### src/rtl/lrs_defs.vh
// constants for the refresh scheduling block
// Summary of operation
// - refresh is CS high, CA3 high, others low
// - CA5 low per-bank, CA5 high all-bank
// - per-bank bank address on second edge CA2..CA0
// - per-bank refreshes accepted in any bank order
// - set counting starts after last synchronization
// - reset and self refresh exit zero count
// - all-bank refresh also zeroes bank count
// - all-bank or self refresh allowed anytime
// - all-bank clears count, refreshes all banks
// - refresh after all-bank uses incremented row
// - target bank busy, other banks stay accessible
// - refreshed bank left idle on completion
// - all-bank leaves banks idle, then tRFCab
`ifndef LRS_DEFS_VH
`define LRS_DEFS_VH
`define LRS_CA_W        6
`define LRS_BANK_W      3
`define LRS_NBANKS      8
`define LRS_CA5_ALLBANK 5
`define LRS_REF_CODE    5'h08
`define LRS_CLK_NS      10
`define LRS_TRFCAB_NS   280
`define LRS_TRFCPB_NS   140
`define LRS_TPBR2PBR_NS 90
`define LRS_TRFCAB_CYC  ((`LRS_TRFCAB_NS + `LRS_CLK_NS - 1) / `LRS_CLK_NS)
`define LRS_TRFCPB_CYC  ((`LRS_TRFCPB_NS + `LRS_CLK_NS - 1) / `LRS_CLK_NS)
`define LRS_TPBR2PBR_CYC ((`LRS_TPBR2PBR_NS + `LRS_CLK_NS - 1) / `LRS_CLK_NS)
`endif

### src/rtl/lrs_bank_timer.v
// one bank's refresh busy timer
`timescale 1ns/100ps
module lrs_bank_timer #(
  parameter CNT_W = 8
) (
  input  wire             clock,
  input  wire             srst,
  input  wire             start,
  input  wire [CNT_W-1:0] load,
  output reg              busy
);
  reg [CNT_W-1:0] cnt_q;

  always @(posedge clock) begin
    if (srst) begin
      cnt_q <= {CNT_W{1'b0}};
      busy  <= 1'b0;
    end else if (start) begin
      cnt_q <= load;
      busy  <= 1'b1;
    end else if (cnt_q > {{(CNT_W-1){1'b0}}, 1'b1}) begin
      cnt_q <= cnt_q - {{(CNT_W-1){1'b0}}, 1'b1};
    end else begin
      // count ends: bank returns to idle
      cnt_q <= {CNT_W{1'b0}};
      busy  <= 1'b0;
    end
  end
endmodule // lrs_bank_timer

### src/rtl/lrs_refresh_sched.v
// device-side refresh command decode, bank count and row counter
`timescale 1ns/100ps
`include "lrs_defs.vh"
module lrs_refresh_sched #(
  parameter ROW_W    = 16,
  parameter CNT_W    = 8,
  parameter TRFCAB   = `LRS_TRFCAB_CYC,
  parameter TRFCPB   = `LRS_TRFCPB_CYC
) (
  input  wire                   clock,
  input  wire                   srst,
  input  wire                   cs,
  input  wire [`LRS_CA_W-1:0]   ca,
  input  wire                   sr_exit,
  output reg                    ref_ab_q,
  output reg                    ref_pb_q,
  output reg  [`LRS_BANK_W-1:0] ref_bank_q,
  output reg  [ROW_W-1:0]       ref_row_q,
  output reg  [`LRS_BANK_W-1:0] bank_count_q,
  output reg  [ROW_W-1:0]       row_count_q,
  output reg  [`LRS_NBANKS-1:0] bank_busy_q
);
  localparam ST_IDLE = 1'b0;
  localparam ST_PB2  = 1'b1;

  reg                    state_q;
  reg                    state_d;
  wire [`LRS_NBANKS-1:0] busy;
  reg  [`LRS_NBANKS-1:0] start;
  reg                    first_edge_ref;
  reg                    first_edge_all;
  reg                    take_ab;
  reg                    take_pb;
  reg                    set_wrap;
  // next values of the registered outputs
  reg                    ref_ab_d;
  reg                    ref_pb_d;
  reg  [`LRS_BANK_W-1:0] ref_bank_d;
  reg  [ROW_W-1:0]       ref_row_d;
  reg  [`LRS_BANK_W-1:0] bank_count_d;
  reg  [ROW_W-1:0]       row_count_d;
  reg  [`LRS_NBANKS-1:0] bank_busy_d;

  function [`LRS_NBANKS-1:0] bank_onehot;
    input [`LRS_BANK_W-1:0] b;
    begin
      bank_onehot = {{(`LRS_NBANKS-1){1'b0}}, 1'b1} << b;
    end
  endfunction

  // shared counter steps; both wrap silently at their width
  function [ROW_W-1:0] row_inc;
    input [ROW_W-1:0] v;
    begin
      row_inc = v + {{(ROW_W-1){1'b0}}, 1'b1};
    end
  endfunction

  function [`LRS_BANK_W-1:0] bank_inc;
    input [`LRS_BANK_W-1:0] v;
    begin
      bank_inc = v + {{(`LRS_BANK_W-1){1'b0}}, 1'b1};
    end
  endfunction

  function is_ref_cmd;
    input                 sel;
    input [`LRS_CA_W-1:0] bus;
    begin
      is_ref_cmd = sel && (bus[4:0] == `LRS_REF_CODE);
    end
  endfunction

  // per-bank refresh holds only its bank, for the shorter window
  function [CNT_W-1:0] timer_load;
    input per_bank;
    begin
      timer_load = per_bank ? TRFCPB[CNT_W-1:0] : TRFCAB[CNT_W-1:0];
    end
  endfunction

  always @* begin
    first_edge_ref = is_ref_cmd(cs, ca);
    first_edge_all = ca[`LRS_CA5_ALLBANK];
    state_d        = state_q;
    start          = {`LRS_NBANKS{1'b0}};
    case (state_q)
      ST_IDLE: begin
        if (first_edge_ref && first_edge_all) begin
          start = {`LRS_NBANKS{1'b1}};
        end else if (first_edge_ref) begin
          state_d = ST_PB2;
        end
      end
      ST_PB2: begin
        start   = bank_onehot(ca[`LRS_BANK_W-1:0]);
        state_d = ST_IDLE;
      end
      default: state_d = ST_IDLE;
    endcase
  end

  genvar g;
  generate
    for (g = 0; g < `LRS_NBANKS; g = g + 1) begin : g_bank
      lrs_bank_timer #(.CNT_W(CNT_W)) u_timer (
        .clock (clock),
        .srst  (srst),
        .start (start[g]),
        // all-bank refresh holds every bank for the longer window
        .load  (timer_load(take_pb)),
        .busy  (busy[g])
      );
    end
  endgenerate

  // command decode shared by the output next-value logic and the timers
  always @* begin
    take_ab  = (state_q == ST_IDLE) && first_edge_ref && first_edge_all;
    take_pb  = (state_q == ST_PB2);
    set_wrap = (bank_count_q == {`LRS_BANK_W{1'b1}});
  end

  always @* begin
    ref_ab_d     = 1'b0;
    ref_pb_d     = 1'b0;
    ref_bank_d   = ref_bank_q;
    ref_row_d    = ref_row_q;
    bank_count_d = bank_count_q;
    row_count_d  = row_count_q;
    bank_busy_d  = busy | start;
    if (sr_exit) begin
      // self refresh may start mid-set; exit resyncs the count
      bank_count_d = {`LRS_BANK_W{1'b0}};
    end else if (take_ab) begin
      ref_ab_d     = 1'b1;
      ref_row_d    = row_count_q;
      bank_count_d = {`LRS_BANK_W{1'b0}};
      row_count_d  = row_inc(row_count_q);
    end else if (take_pb) begin
      // any bank order accepted; count ignores the address
      ref_pb_d     = 1'b1;
      ref_bank_d   = ca[`LRS_BANK_W-1:0];
      ref_row_d    = row_count_q;
      bank_count_d = bank_inc(bank_count_q);
      if (set_wrap) begin
        row_count_d = row_inc(row_count_q);
      end
    end
  end

  always @(posedge clock) begin
    if (srst) begin
      state_q <= ST_IDLE;
    end else begin
      state_q <= state_d;
    end
  end

  // command pulses last one cycle each
  always @(posedge clock) begin
    if (srst) begin
      ref_ab_q <= 1'b0;
    end else begin
      ref_ab_q <= ref_ab_d;
    end
  end

  always @(posedge clock) begin
    if (srst) begin
      ref_pb_q <= 1'b0;
    end else begin
      ref_pb_q <= ref_pb_d;
    end
  end

  // bank and row of the last refresh hold until the next one
  always @(posedge clock) begin
    if (srst) begin
      ref_bank_q <= {`LRS_BANK_W{1'b0}};
    end else begin
      ref_bank_q <= ref_bank_d;
    end
  end

  always @(posedge clock) begin
    if (srst) begin
      ref_row_q <= {ROW_W{1'b0}};
    end else begin
      ref_row_q <= ref_row_d;
    end
  end

  always @(posedge clock) begin
    if (srst) begin
      bank_count_q <= {`LRS_BANK_W{1'b0}};
    end else begin
      bank_count_q <= bank_count_d;
    end
  end

  // row counter names the next row to refresh
  always @(posedge clock) begin
    if (srst) begin
      row_count_q <= {ROW_W{1'b0}};
    end else begin
      row_count_q <= row_count_d;
    end
  end

  // busy flags pass a flop so every output is registered
  always @(posedge clock) begin
    if (srst) begin
      bank_busy_q <= {`LRS_NBANKS{1'b0}};
    end else begin
      bank_busy_q <= bank_busy_d;
    end
  end
endmodule // lrs_refresh_sched

### config.mk
export PLATFORM = sky130hd
export DESIGN_NAME = lrs_refresh_sched
export DESIGN_NICKNAME = d
export VERILOG_FILES = /design/src/rtl/lrs_bank_timer.v /design/src/rtl/lrs_refresh_sched.v
export VERILOG_INCLUDE_DIRS = /design/src /design/src/rtl
export SDC_FILE = /design/constraint.sdc
export NUM_CORES = 1
export LEC_CHECK = 0
export BUFFER_PORTS_ARGS = -buffer_cell sky130_fd_sc_hd__buf_2
export CELL_PAD_IN_SITES_DETAIL_PLACEMENT = 2
export CELL_PAD_IN_SITES_GLOBAL_PLACEMENT = 2
export CORE_MARGIN = 10
export CORE_UTILIZATION = 36
export DETAILED_ROUTE_END_ITERATION = 16
export PLACE_DENSITY_LB_ADDON = 0.1
export SLEW_MARGIN = 15
export SYNTH_ARGS = -nofsm -noshare
export SYNTH_HDL_FRONTEND = slang
export SYNTH_SLANG_ARGS = --single-unit
### constraint.sdc
create_clock -name clock -period 2.1 [get_ports clock]
set_input_delay 0.42 -clock clock [delete_from_list [all_inputs] [get_ports clock]]
set_output_delay 0.42 -clock clock [all_outputs]
set_load 0.01 [all_outputs]
# ---- Yosys cells after proc, flatten, opt, wreduce, memory -nomap -nowiden
# Index checks and enable logic that the tools add are counted.
dict set report op_classes {
  add_sub_neg 10
  magnitude_cmp 8
  eq_ne 10
  shifts 1
  muxes 45
  n_bitwise 4
  n_reduce_logical 11
}
# cell count
set ops {}
lappend ops {{two-way mux 8 bit} 17}
lappend ops {{two-way mux 16 bit} 5}
lappend ops {{> comparator 8 x 1 -> 1 bit (second input constant)} 8}
lappend ops {{subtractor 8 x 1 -> 8 bit (second input constant)} 8}
lappend ops {{two-way mux 1 bit} 20}
lappend ops {{adder 16 x 1 -> 16 bit (second input constant)} 1}
lappend ops {{inequality test 2 bit (second input constant)} 8}
lappend ops {{one-hot mux 8 bit (2 select lines)} 1}
lappend ops {{bitwise OR 8 bit} 1}
lappend ops {{left shift 1 x 3 -> 8 bit (first input constant)} 1}
lappend ops {{AND reduction 3 bit} 2}
lappend ops {{== test 5 x 4 -> 1 bit (second input constant)} 1}
lappend ops {{two-way mux 5 bit} 1}
lappend ops {{logical AND 1 bit} 4}
lappend ops {{nonzero test 2 bit} 2}
lappend ops {{adder 3 x 1 -> 3 bit (second input constant)} 1}
lappend ops {{== test 3 bit (second input constant)} 1}
lappend ops {{NOT 1 bit} 3}
lappend ops {{OR reduction 3 bit} 1}
lappend ops {{one-hot mux 1 bit (2 select lines)} 1}
lappend ops {{AND reduction 2 bit} 1}
lappend ops {{OR reduction 2 bit} 1}
dict set report word_totals {
  reg_bits 121
  out_inout_bits 48
}

# ---- Logic depth before layout (Yosys ltp)
# Gate-level depths: netlist of run 1.
dict set report logic_depth {
  ltp_word 6
  depth_mapped 7
  ltp_nobuf 6
}

# ---- Hierarchy
# From an unflattened synthesis of run 1, not the netlist that was laid out.
dict set report hier_totals {
  hier_cells 693
  hier_area_um2 6248.5
}
# mod n_inst cells_each area_per_inst_um2
set by_module_without_submodules {}
lappend by_module_without_submodules {lrs_bank_timer 8 57 499.2}
lappend by_module_without_submodules {lrs_refresh_sched 1 237 2254.7}

# ---- Worst setup path after synthesis of run 1
# OpenSTA, ideal clock, no wires.
dict set report synth_path {
  path_kind {input -> register}
  start {in ca[1]}
  end {reg row_count_q[12]}
  setup_ns 0.132
  arrival_ns 1.632
  setup_slack_ns 0.336
  cell_stages 7
  path_buffers 3
  path_cell_list {buf_2 > and4bb_2 > a22oi_2 > buf_6 > buf_4 > o31ai_1 > a21oi_1}
}
dict set report synth_between {
  elab_chain_cells 6
  elab_cells_between_ends 8
  cone_classes {eq/ne (1); mux (1); reduce/logical (6)}
}
# element line_no
set synth_rtl {}
lappend synth_rtl {{start: declaration} lrs_refresh_sched.v:13} ;# input wire [`LRS_CA_W-1:0] ca,
lappend synth_rtl {{== test 5 x 4 -> 1 bit (no source line) *} --}
lappend synth_rtl {{logical AND 1 bit *} lrs_refresh_sched.v:70} ;# is_ref_cmd = sel && (bus[4:0] == `LRS_REF_CODE);
lappend synth_rtl {{logical AND 1 bit * (2 in series)} lrs_refresh_sched.v:119} ;# take_ab = (state_q == ST_IDLE) && first_edge_ref && first_edge_all;
lappend synth_rtl {{nonzero test 2 bit (no source line)} --}
lappend synth_rtl {{AND reduction 3 bit (no source line)} --}
lappend synth_rtl {{end signal: assignment} lrs_refresh_sched.v:205} ;# row_count_q <= {ROW_W{1'b0}};
lappend synth_rtl {{end signal: assignment} lrs_refresh_sched.v:207} ;# row_count_q <= row_count_d;
lappend synth_rtl {{end: declaration} lrs_refresh_sched.v:20} ;# output reg [ROW_W-1:0] row_count_q,
# Every way passes the cells marked *; elsewhere a longest branch is shown, timed or not.
# A chain may end at the register's enable or synchronous reset.

# ---- Final worst setup path of run 1
dict set report layout_path {
  start {reg state_q}
  end {reg row_count_q[12]}
}
dict set report layout_between {
  elab_chain_cells 5
  elab_cells_between_ends 7
  cone_classes {mux (1); bitwise (1); reduce/logical (5)}
}
# element line_no
set layout_rtl {}
lappend layout_rtl {{start: declaration} lrs_refresh_sched.v:26} ;# reg state_q;
lappend layout_rtl {{start signal: assignment} lrs_refresh_sched.v:156} ;# state_q <= state_d;
lappend layout_rtl {{NOT 1 bit} --}
lappend layout_rtl {{logical AND 1 bit (2 in series)} lrs_refresh_sched.v:119}
lappend layout_rtl {{nonzero test 2 bit (no source line)} --}
lappend layout_rtl {{AND reduction 3 bit (no source line)} --}
# Parallel ways exist; a longest one is shown, timed or not.

==> flow_metrics.py, run 1 <==
metrics = {
    "synthesis": {
        "synth_top_area_share_pct": 45.2,
        "synthTopCellsByCount": "dfxtp_1, nor2_1, nand2_1, o21ai_0, xor2_1",
        "ys_types": 48,
        "synth_top_cell_by_area": "dfxtp_1",
        "synth_area_um2": 5360,
        "synthTopCellsByArea": "dfxtp_1, xor2_1, ha_1",
        "synth_edf_count": 0,
        "ys_async_sr_fraction_pct": 0,
        "ys_seq_area_share_pct": 45.2,
        "synth_cells": 606,
        "syn_avg_cell_area_um2": 8.84,
        "synthFlopType": "dfxtp_1",
        "ys_ff_latch": 121,
        "syn_nets": 635,
        "synth_warnings": 0,
        "synth.most_common_cell": "dfxtp_1",
    },
    "power": {
        "power.clock.fraction_pct": 31.0,
        "leakagePower_nw": 2.75,
        "powerDensity_nw_per_um2": 1470,
        "pwr-share-comb_pct": 34.3,
        "p_int_mw": 6.32,
        "power_frac_seq_pct": 34.7,
        "p_sw_share_pct": 35.0,
        "ir_worst_vdd_v": 0.000649,
        "power_switching_mw": 3.40,
    },
    "worst_setup_path": {
        "required_ns": 2.44,
        "crit_path_max_fanout": 12,
        "cp-start-kind": "flip-flop",
        "crit_arrival_ns": 2.36,
        "r2r_slack_ns": 0.08,
        "crit_type": "flip-flop to flip-flop",
        "r2r-end": "row_count_q[12]$_SDFFE_PP0P_",
        "cp-end-kind": "flip-flop",
        "worstRegToRegCells": 4,
        "r2r-start": "state_q$_SDFF_PP0_",
    },
    "sta": {
        "hold_viol": 0,
        "fmax_mhz": 496,
        "rsz0062_at_grt": "false",
        "fin_ws_ns": 0.0845,
        "skew_ns": 0.00624,
        "min_period_ns": 2.02,
        "tightest_slew_ns": 0.700,
        "finalSetupViolCount": 0,
        "fin_hold_ws_ns": 0.232,
        "post-route-period-util_pct": 96.0,
        "relSlewSlack_pct": 53.3,
        "slew_violations": 0,
        "tns_ns": 0,
    },
    "hold_path": {
        "hold-path-endpoint": "state_q$_SDFF_PP0_",
        "hp-class": "input port to flip-flop",
        "hold-path-cell-count": 2,
        "worstHoldStart": "ca[5]",
    },
    "global_routing": {
        "grt_use_total_pct": 16.7,
        "overflow": 0,
        "grt_pass1_vias": 5187,
        "grt_pass1_wl_um": 27100,
        "antenna_found_initial": 0,
        "grt_start_max_net_pins": 33,
    },
    "cts": {
        "cts_setup_buffers": 0,
        "clock_latency_ns": 0.42,
        "clock-root-buffer": "clkbuf_16",
        "clk_pin_slew_ns": 0.05,
        "cts_tree": "yes",
        "cts_buffer_depth": 2,
        "cts_hold_buf": 0,
        "cts_buffers": 17,
        "htreeDepth": 4,
        "cts_num_sinks": 121,
    },
    "detailed_routing": {
        "first_pass_iters": 4,
        "route.detailed.drc": 0,
        "wirelength_um": 16400,
        "postRouteAntennaNets": 0,
        "vias": 4661,
        "wl_per_cell_um": 18.5,
        "drtIter0Drc": 139,
        "vias_per_cell": 5.28,
    },
    "flow_run": {
        "max-cap-violations": 0,
    },
    "floorplan": {
        "start_util_pct": 36.9,
        "ios": 58,
        "die_y_um": 142,
        "rows": 44,
        "die-area_um2": 20200,
        "core_area_um2": 14500,
        "die_w_um": 142,
    },
    "cells_and_area": {
        "area_growth_pct": 23.4,
        "regArea_um2": 2420,
        "multiInputGateArea_um2": 2720,
        "drive_gt1_share_pct": 19.6,
        "antenna_cells": 0,
        "nFillCells": 1616,
        "instances_no_fill": 883,
        "final_nets": 716,
    },
    "place": {
        "pre_cts_slack_ns": -0.154,
        "dp.cells": 851,
        "dp_hpwl_um": 11200,
        "gp_congestion": 0.784,
        "portBuffers": 57,
    },
    "run_status": {
        "run_status": "finished clean",
    },
}
[per-layer routing]
layer	vias up	GRT usage, %	wire length [um]
li1	2260	-	-
met1	2338	19.3	7200
met2	48	29.6	8590
met5	-	0	0
met4	0	5.11	155
met3	15	4.04	410
[power by group through the flow]
stage,Sequential (mW),Combinational [mW],Clock [mW]
2_1_floorplan,3.28,2.56,0
3_3_place_gp,3.37,3.07,0
3_5_place_dp,3.41,3.30,0
4_1_cts,3.38,3.41,3.07
5_1_grt,3.46,3.86,3.18
6_report,3.37,3.33,3.01
[worst max path at each step]
stage	startpoint	endpoint	slack [ns]	depth (start not counted)
finish	state_q$_SDFF_PP0_	row_count_q[12]$_SDFFE_PP0P_	0.08	4
global route	state_q$_SDFF_PP0_	row_count_q[3]$_SDFFE_PP0P_	0.007	5
CTS	state_q$_SDFF_PP0_	row_count_q[5]$_SDFFE_PP0P_	0.02	4
detailed placement	ca[1]	row_count_q[3]$_SDFFE_PP0P_	-0.15	6
global placement	ca[1]	row_count_q[3]$_SDFFE_PP0P_	-0.07	6
floorplan	ca[1]	row_count_q[12]$_SDFFE_PP0P_	0.34	7
[registers in the layout, summed over array words and instances, names as in the netlist]
name / cells
bank_busy_q: 8
bank_count_q: 3
g_bank.u_timer.busy: 8
g_bank.u_timer.cnt_q: 64
ref_ab_q: 1
ref_bank_q: 3
ref_pb_q: 1
ref_row_q: 16
row_count_q: 16
state_q: 1
[worst max-delay path: stages (launching register included)]
cell and delay, ns:
dfxtp_1 0.40, nor4b_4 0.49, a22oi_2 0.29, or4_1 0.58, a21oi_1 0.18
[stage by stage]
stage          area [um2]  util, %  power, mW
4_1_cts              6610     45.5       9.86
3_5_place_dp         5990     41.2       6.71
6_report             6610     45.5       9.72
2_1_floorplan        5360        -       5.84
3_3_place_gp         5990     41.2       6.43
5_1_grt              6610     45.5       10.5
[area by class of cell]
cell class	count	share of cell area, %
well taps	184	3.48
repair buffers	86	7.80
clock buffers	22	7.32
clock inverters	9	1.82
flip-flops and latches	121	36.6
multi-input cells	430	41.2
inverters	31	1.76
[kinds of logic after synthesis]
kind of cell    after synthesis  share of synthesized area (%)
simple gates                237                           23.8
flops                       121                           45.2
fa+ha+maj                    19                           4.44
compound gates              114                           12.4
mux                          10                           1.87
xor+xnor                     49                           8.01
buf+inv                      56                           4.18
[placed cells by master (no fill, tap or decap), types with 9 or more instances in the layout]
master	instances
buf_2	57
nor2_1	58
nand2b_1	19
buf_4	28
xnor2_1	18
dfxtp_1	121
nor3_1	21
nand3_1	22
clkbuf_16	17
ha_1	19
a31oi_1	26
inv_1	30
xor2_1	31
nand3b_1	9
nor2b_1	21
o21ai_0	42
nand2_1	42
a21oi_1	26
mux2i_1	10
[timing repair]
action                                  in CTS  in global routing
pin swaps                                    1                  0
gates resized for setup                      0                  1
hold endpoints to repair                     0                  0
cloned                                       1                  0
endpoints found under the setup margin       3                  9
Note: power is estimated with default switching activity, not from simulation.
==> run 2: changes to the inputs <==
- GPL_ROUTABILITY_DRIVEN: unset -> 0
- MAX_ROUTING_LAYER: unset -> met4
- REMOVE_ABC_BUFFERS: unset -> 1
==> run 2 against run 1 <==
  * Cell count down 2.3%
  * Critical path type unchanged
  * Count of clock-buffer cells in the layout up 4
  * Largest cell class unchanged
  * Clock skew about the same
  * Critical endpoint is now row_count_q[9]$_SDFFE_PP0P_
  * Register-to-register slack better by 0.14 ns
  * Flip-flop and latch count unchanged
  * Cell area down 3.1%
==> flow_metrics.py, run 2 (synthesis gave the netlist of run 1 again) <==
metrics = {
    "detailed_routing": {
        "drtIter0Drc": 125,
        "met3_length_um": 433,
        "first_pass_iters": 4,
        "route.detailed.drc": 0,
        "vias": 4533,
        "wirelength_um": 15300,
        "top_layer_used": "met4",
        "postRouteAntennaNets": 0,
        "met2RoutedLength_um": 7530,
        "vias_per_cell": 5.25,
        "drt-met1-wl_um": 7150,
        "wl_per_cell_um": 17.7,
    },
    "sta": {
        "skew_ns": 0.00666,
        "relSlewSlack_pct": 53.4,
        "tns_ns": 0,
        "rsz0062_at_grt": "false",
        "slew_violations": 0,
        "tightest_slew_ns": 0.699,
        "hold_viol": 0,
        "fmax_mhz": 532,
        "finalSetupViolCount": 0,
        "min_period_ns": 1.88,
        "post-route-period-util_pct": 89.5,
    },
    "cts": {
        "clock_latency_ns": 0.42,
        "cts_buffers": 17,
        "cts_setup_buffers": 0,
        "cts_num_sinks": 121,
        "cts_hold_buf": 0,
        "clock-root-buffer": "clkbuf_16",
        "clk_pin_slew_ns": 0.05,
        "htreeDepth": 4,
        "cts_buffer_depth": 2,
        "cts_tree": "yes",
        "post_cts_resized": 0,
    },
    "floorplan": {
        "start_util_pct": 36.9,
        "die_w_um": 142,
        "rows": 44,
        "die_y_um": 142,
        "die-area_um2": 20200,
        "ios": 58,
        "core_area_um2": 14500,
    },
    "cells_and_area": {
        "final_area_um2": 6400,
        "antenna_cells": 0,
        "area_growth_pct": 19.6,
        "layout_common_cells": "dfxtp_1, nor2_1, buf_2",
        "top_regs": "g_bank.u_timer.cnt_q: 64 flops, ref_row_q: 16 flops, row_count_q: 16 flops",
        "regMostFlops": "g_bank.u_timer.cnt_q",
        "drive_gt1_share_pct": 16.8,
        "instances_no_fill": 863,
        "final_nets": 698,
        "largest_reg_flops": 64,
        "layout_commonest_cell": "dfxtp_1",
    },
    "worst_setup_path": {
        "cpMaxStageDelayCell": "or4_1",
        "crit_path_max_fanout": 27,
        "r2r-end": "row_count_q[9]$_SDFFE_PP0P_",
        "r2r-start": "state_q$_SDFF_PP0_",
        "required_ns": 2.44,
        "cp-start-kind": "flip-flop",
        "crit_chain": "nor4b_4 > a22oi_2 > buf_12 > or4_1 > a21oi_1",
        "cp-end-kind": "flip-flop",
        "max_stage_delay_ns": 0.50,
        "crit_type": "flip-flop to flip-flop",
        "crit_arrival_ns": 2.22,
        "worstRegToRegCells": 5,
        "r2r_slack_ns": 0.22,
    },
    "global_routing": {
        "grt_pass1_vias": 4976,
        "grt_use_total_pct": 16.0,
        "grt_start_max_net_pins": 84,
        "antenna_found_initial": 0,
        "overflow": 0,
        "grt_pass1_wl_um": 25600,
    },
    "hold_path": {
        "worstHoldStart": "ca[5]",
        "hold-path-endpoint": "state_q$_SDFF_PP0_",
        "hold-path-cell-count": 2,
        "hp-class": "input port to flip-flop",
    },
    "flow_run": {
        "max-cap-violations": 0,
    },
    "place": {
        "dp.cells": 834,
        "place_area_um2": 5880,
        "portBuffers": 57,
        "dp_hpwl_um": 10400,
    },
    "run_status": {
        "run_status": "finished clean",
    },
    "power": {
        "ir_worst_vdd_v": 0.000637,
        "finalPower_mw": 9.31,
        "powerDensity_nw_per_um2": 1450,
        "leakagePower_nw": 2.63,
    },
}
run 2: changes by cell type in the layout (fill, tap and decap cells not counted), sizes merged:
cell | before | now
bufinv | 3 | 0
buf | 86 | 69
clkbuf | 22 | 26
a22oi | 2 | 1
clkinv | 6 | 3
run 2: layer usage:
metal	GRT usage, %	vias up
met5	-	-
li1	-	2225
met4	5.16	0
met1	19.3	2241
met3	3.50	17
met2	25.9	50
run 2: cell type report:
cell class / count / area (um2)
sequential: 121 / 2420
tap: 184 / 230
clock inverter: 3 / 15.0
fill: 1617 / 8130
timing repair buffer: 69 / 400
clock buffer: 26 / 509
multi-input combinational: 429 / 2710
inverter: 31 / 116
run 2: critical path, delay by kind of cell, from the launching register on:
kind | cells | cell delay, ns
AO/OA/AOI/OAI | 2 | 0.30
buffers and inverters | 1 | 0.19
flip-flops | 1 | 0.42
AND/OR/NAND/NOR | 2 | 0.89
run 2: how the worst max path moves through the flow:
stage / from / endpoint / cells after the start
floorplan: state_q$_SDFF_PP0_ / row_count_q[11]$_SDFFE_PP0P_ / 4
global placement: ca[3] / ref_row_q[15]$_SDFFE_PP0P_ / 5
detailed placement: ca[3] / ref_row_q[6]$_SDFFE_PP0P_ / 5
CTS: state_q$_SDFF_PP0_ / row_count_q[5]$_SDFFE_PP0P_ / 5
global route: state_q$_SDFF_PP0_ / row_count_q[11]$_SDFFE_PP0P_ / 5
finish: state_q$_SDFF_PP0_ / row_count_q[9]$_SDFFE_PP0P_ / 5
run 2: through the flow:
| stage | util [%] | worst slack (ns) | hold WS, ns |
|---|---|---|---|
| after floorplan | - | 0.273 | 0.420 |
| after global placement | 40.5 | 0.165 | 0.435 |
| after detailed placement | 40.5 | 0.0732 | 0.447 |
| after CTS | 44.1 | 0.210 | 0.235 |
| after global routing | 44.1 | 0.109 | 0.259 |
| final | 44.1 | 0.221 | 0.245 |
run 2: power breakdown:
group	internal [mW]	total (mW)	switching, mW
Clock	1.64	2.63	0.991
Sequential	2.87	3.37	0.497
Combinational	1.47	3.32	1.84
Total	5.98	9.31	3.33
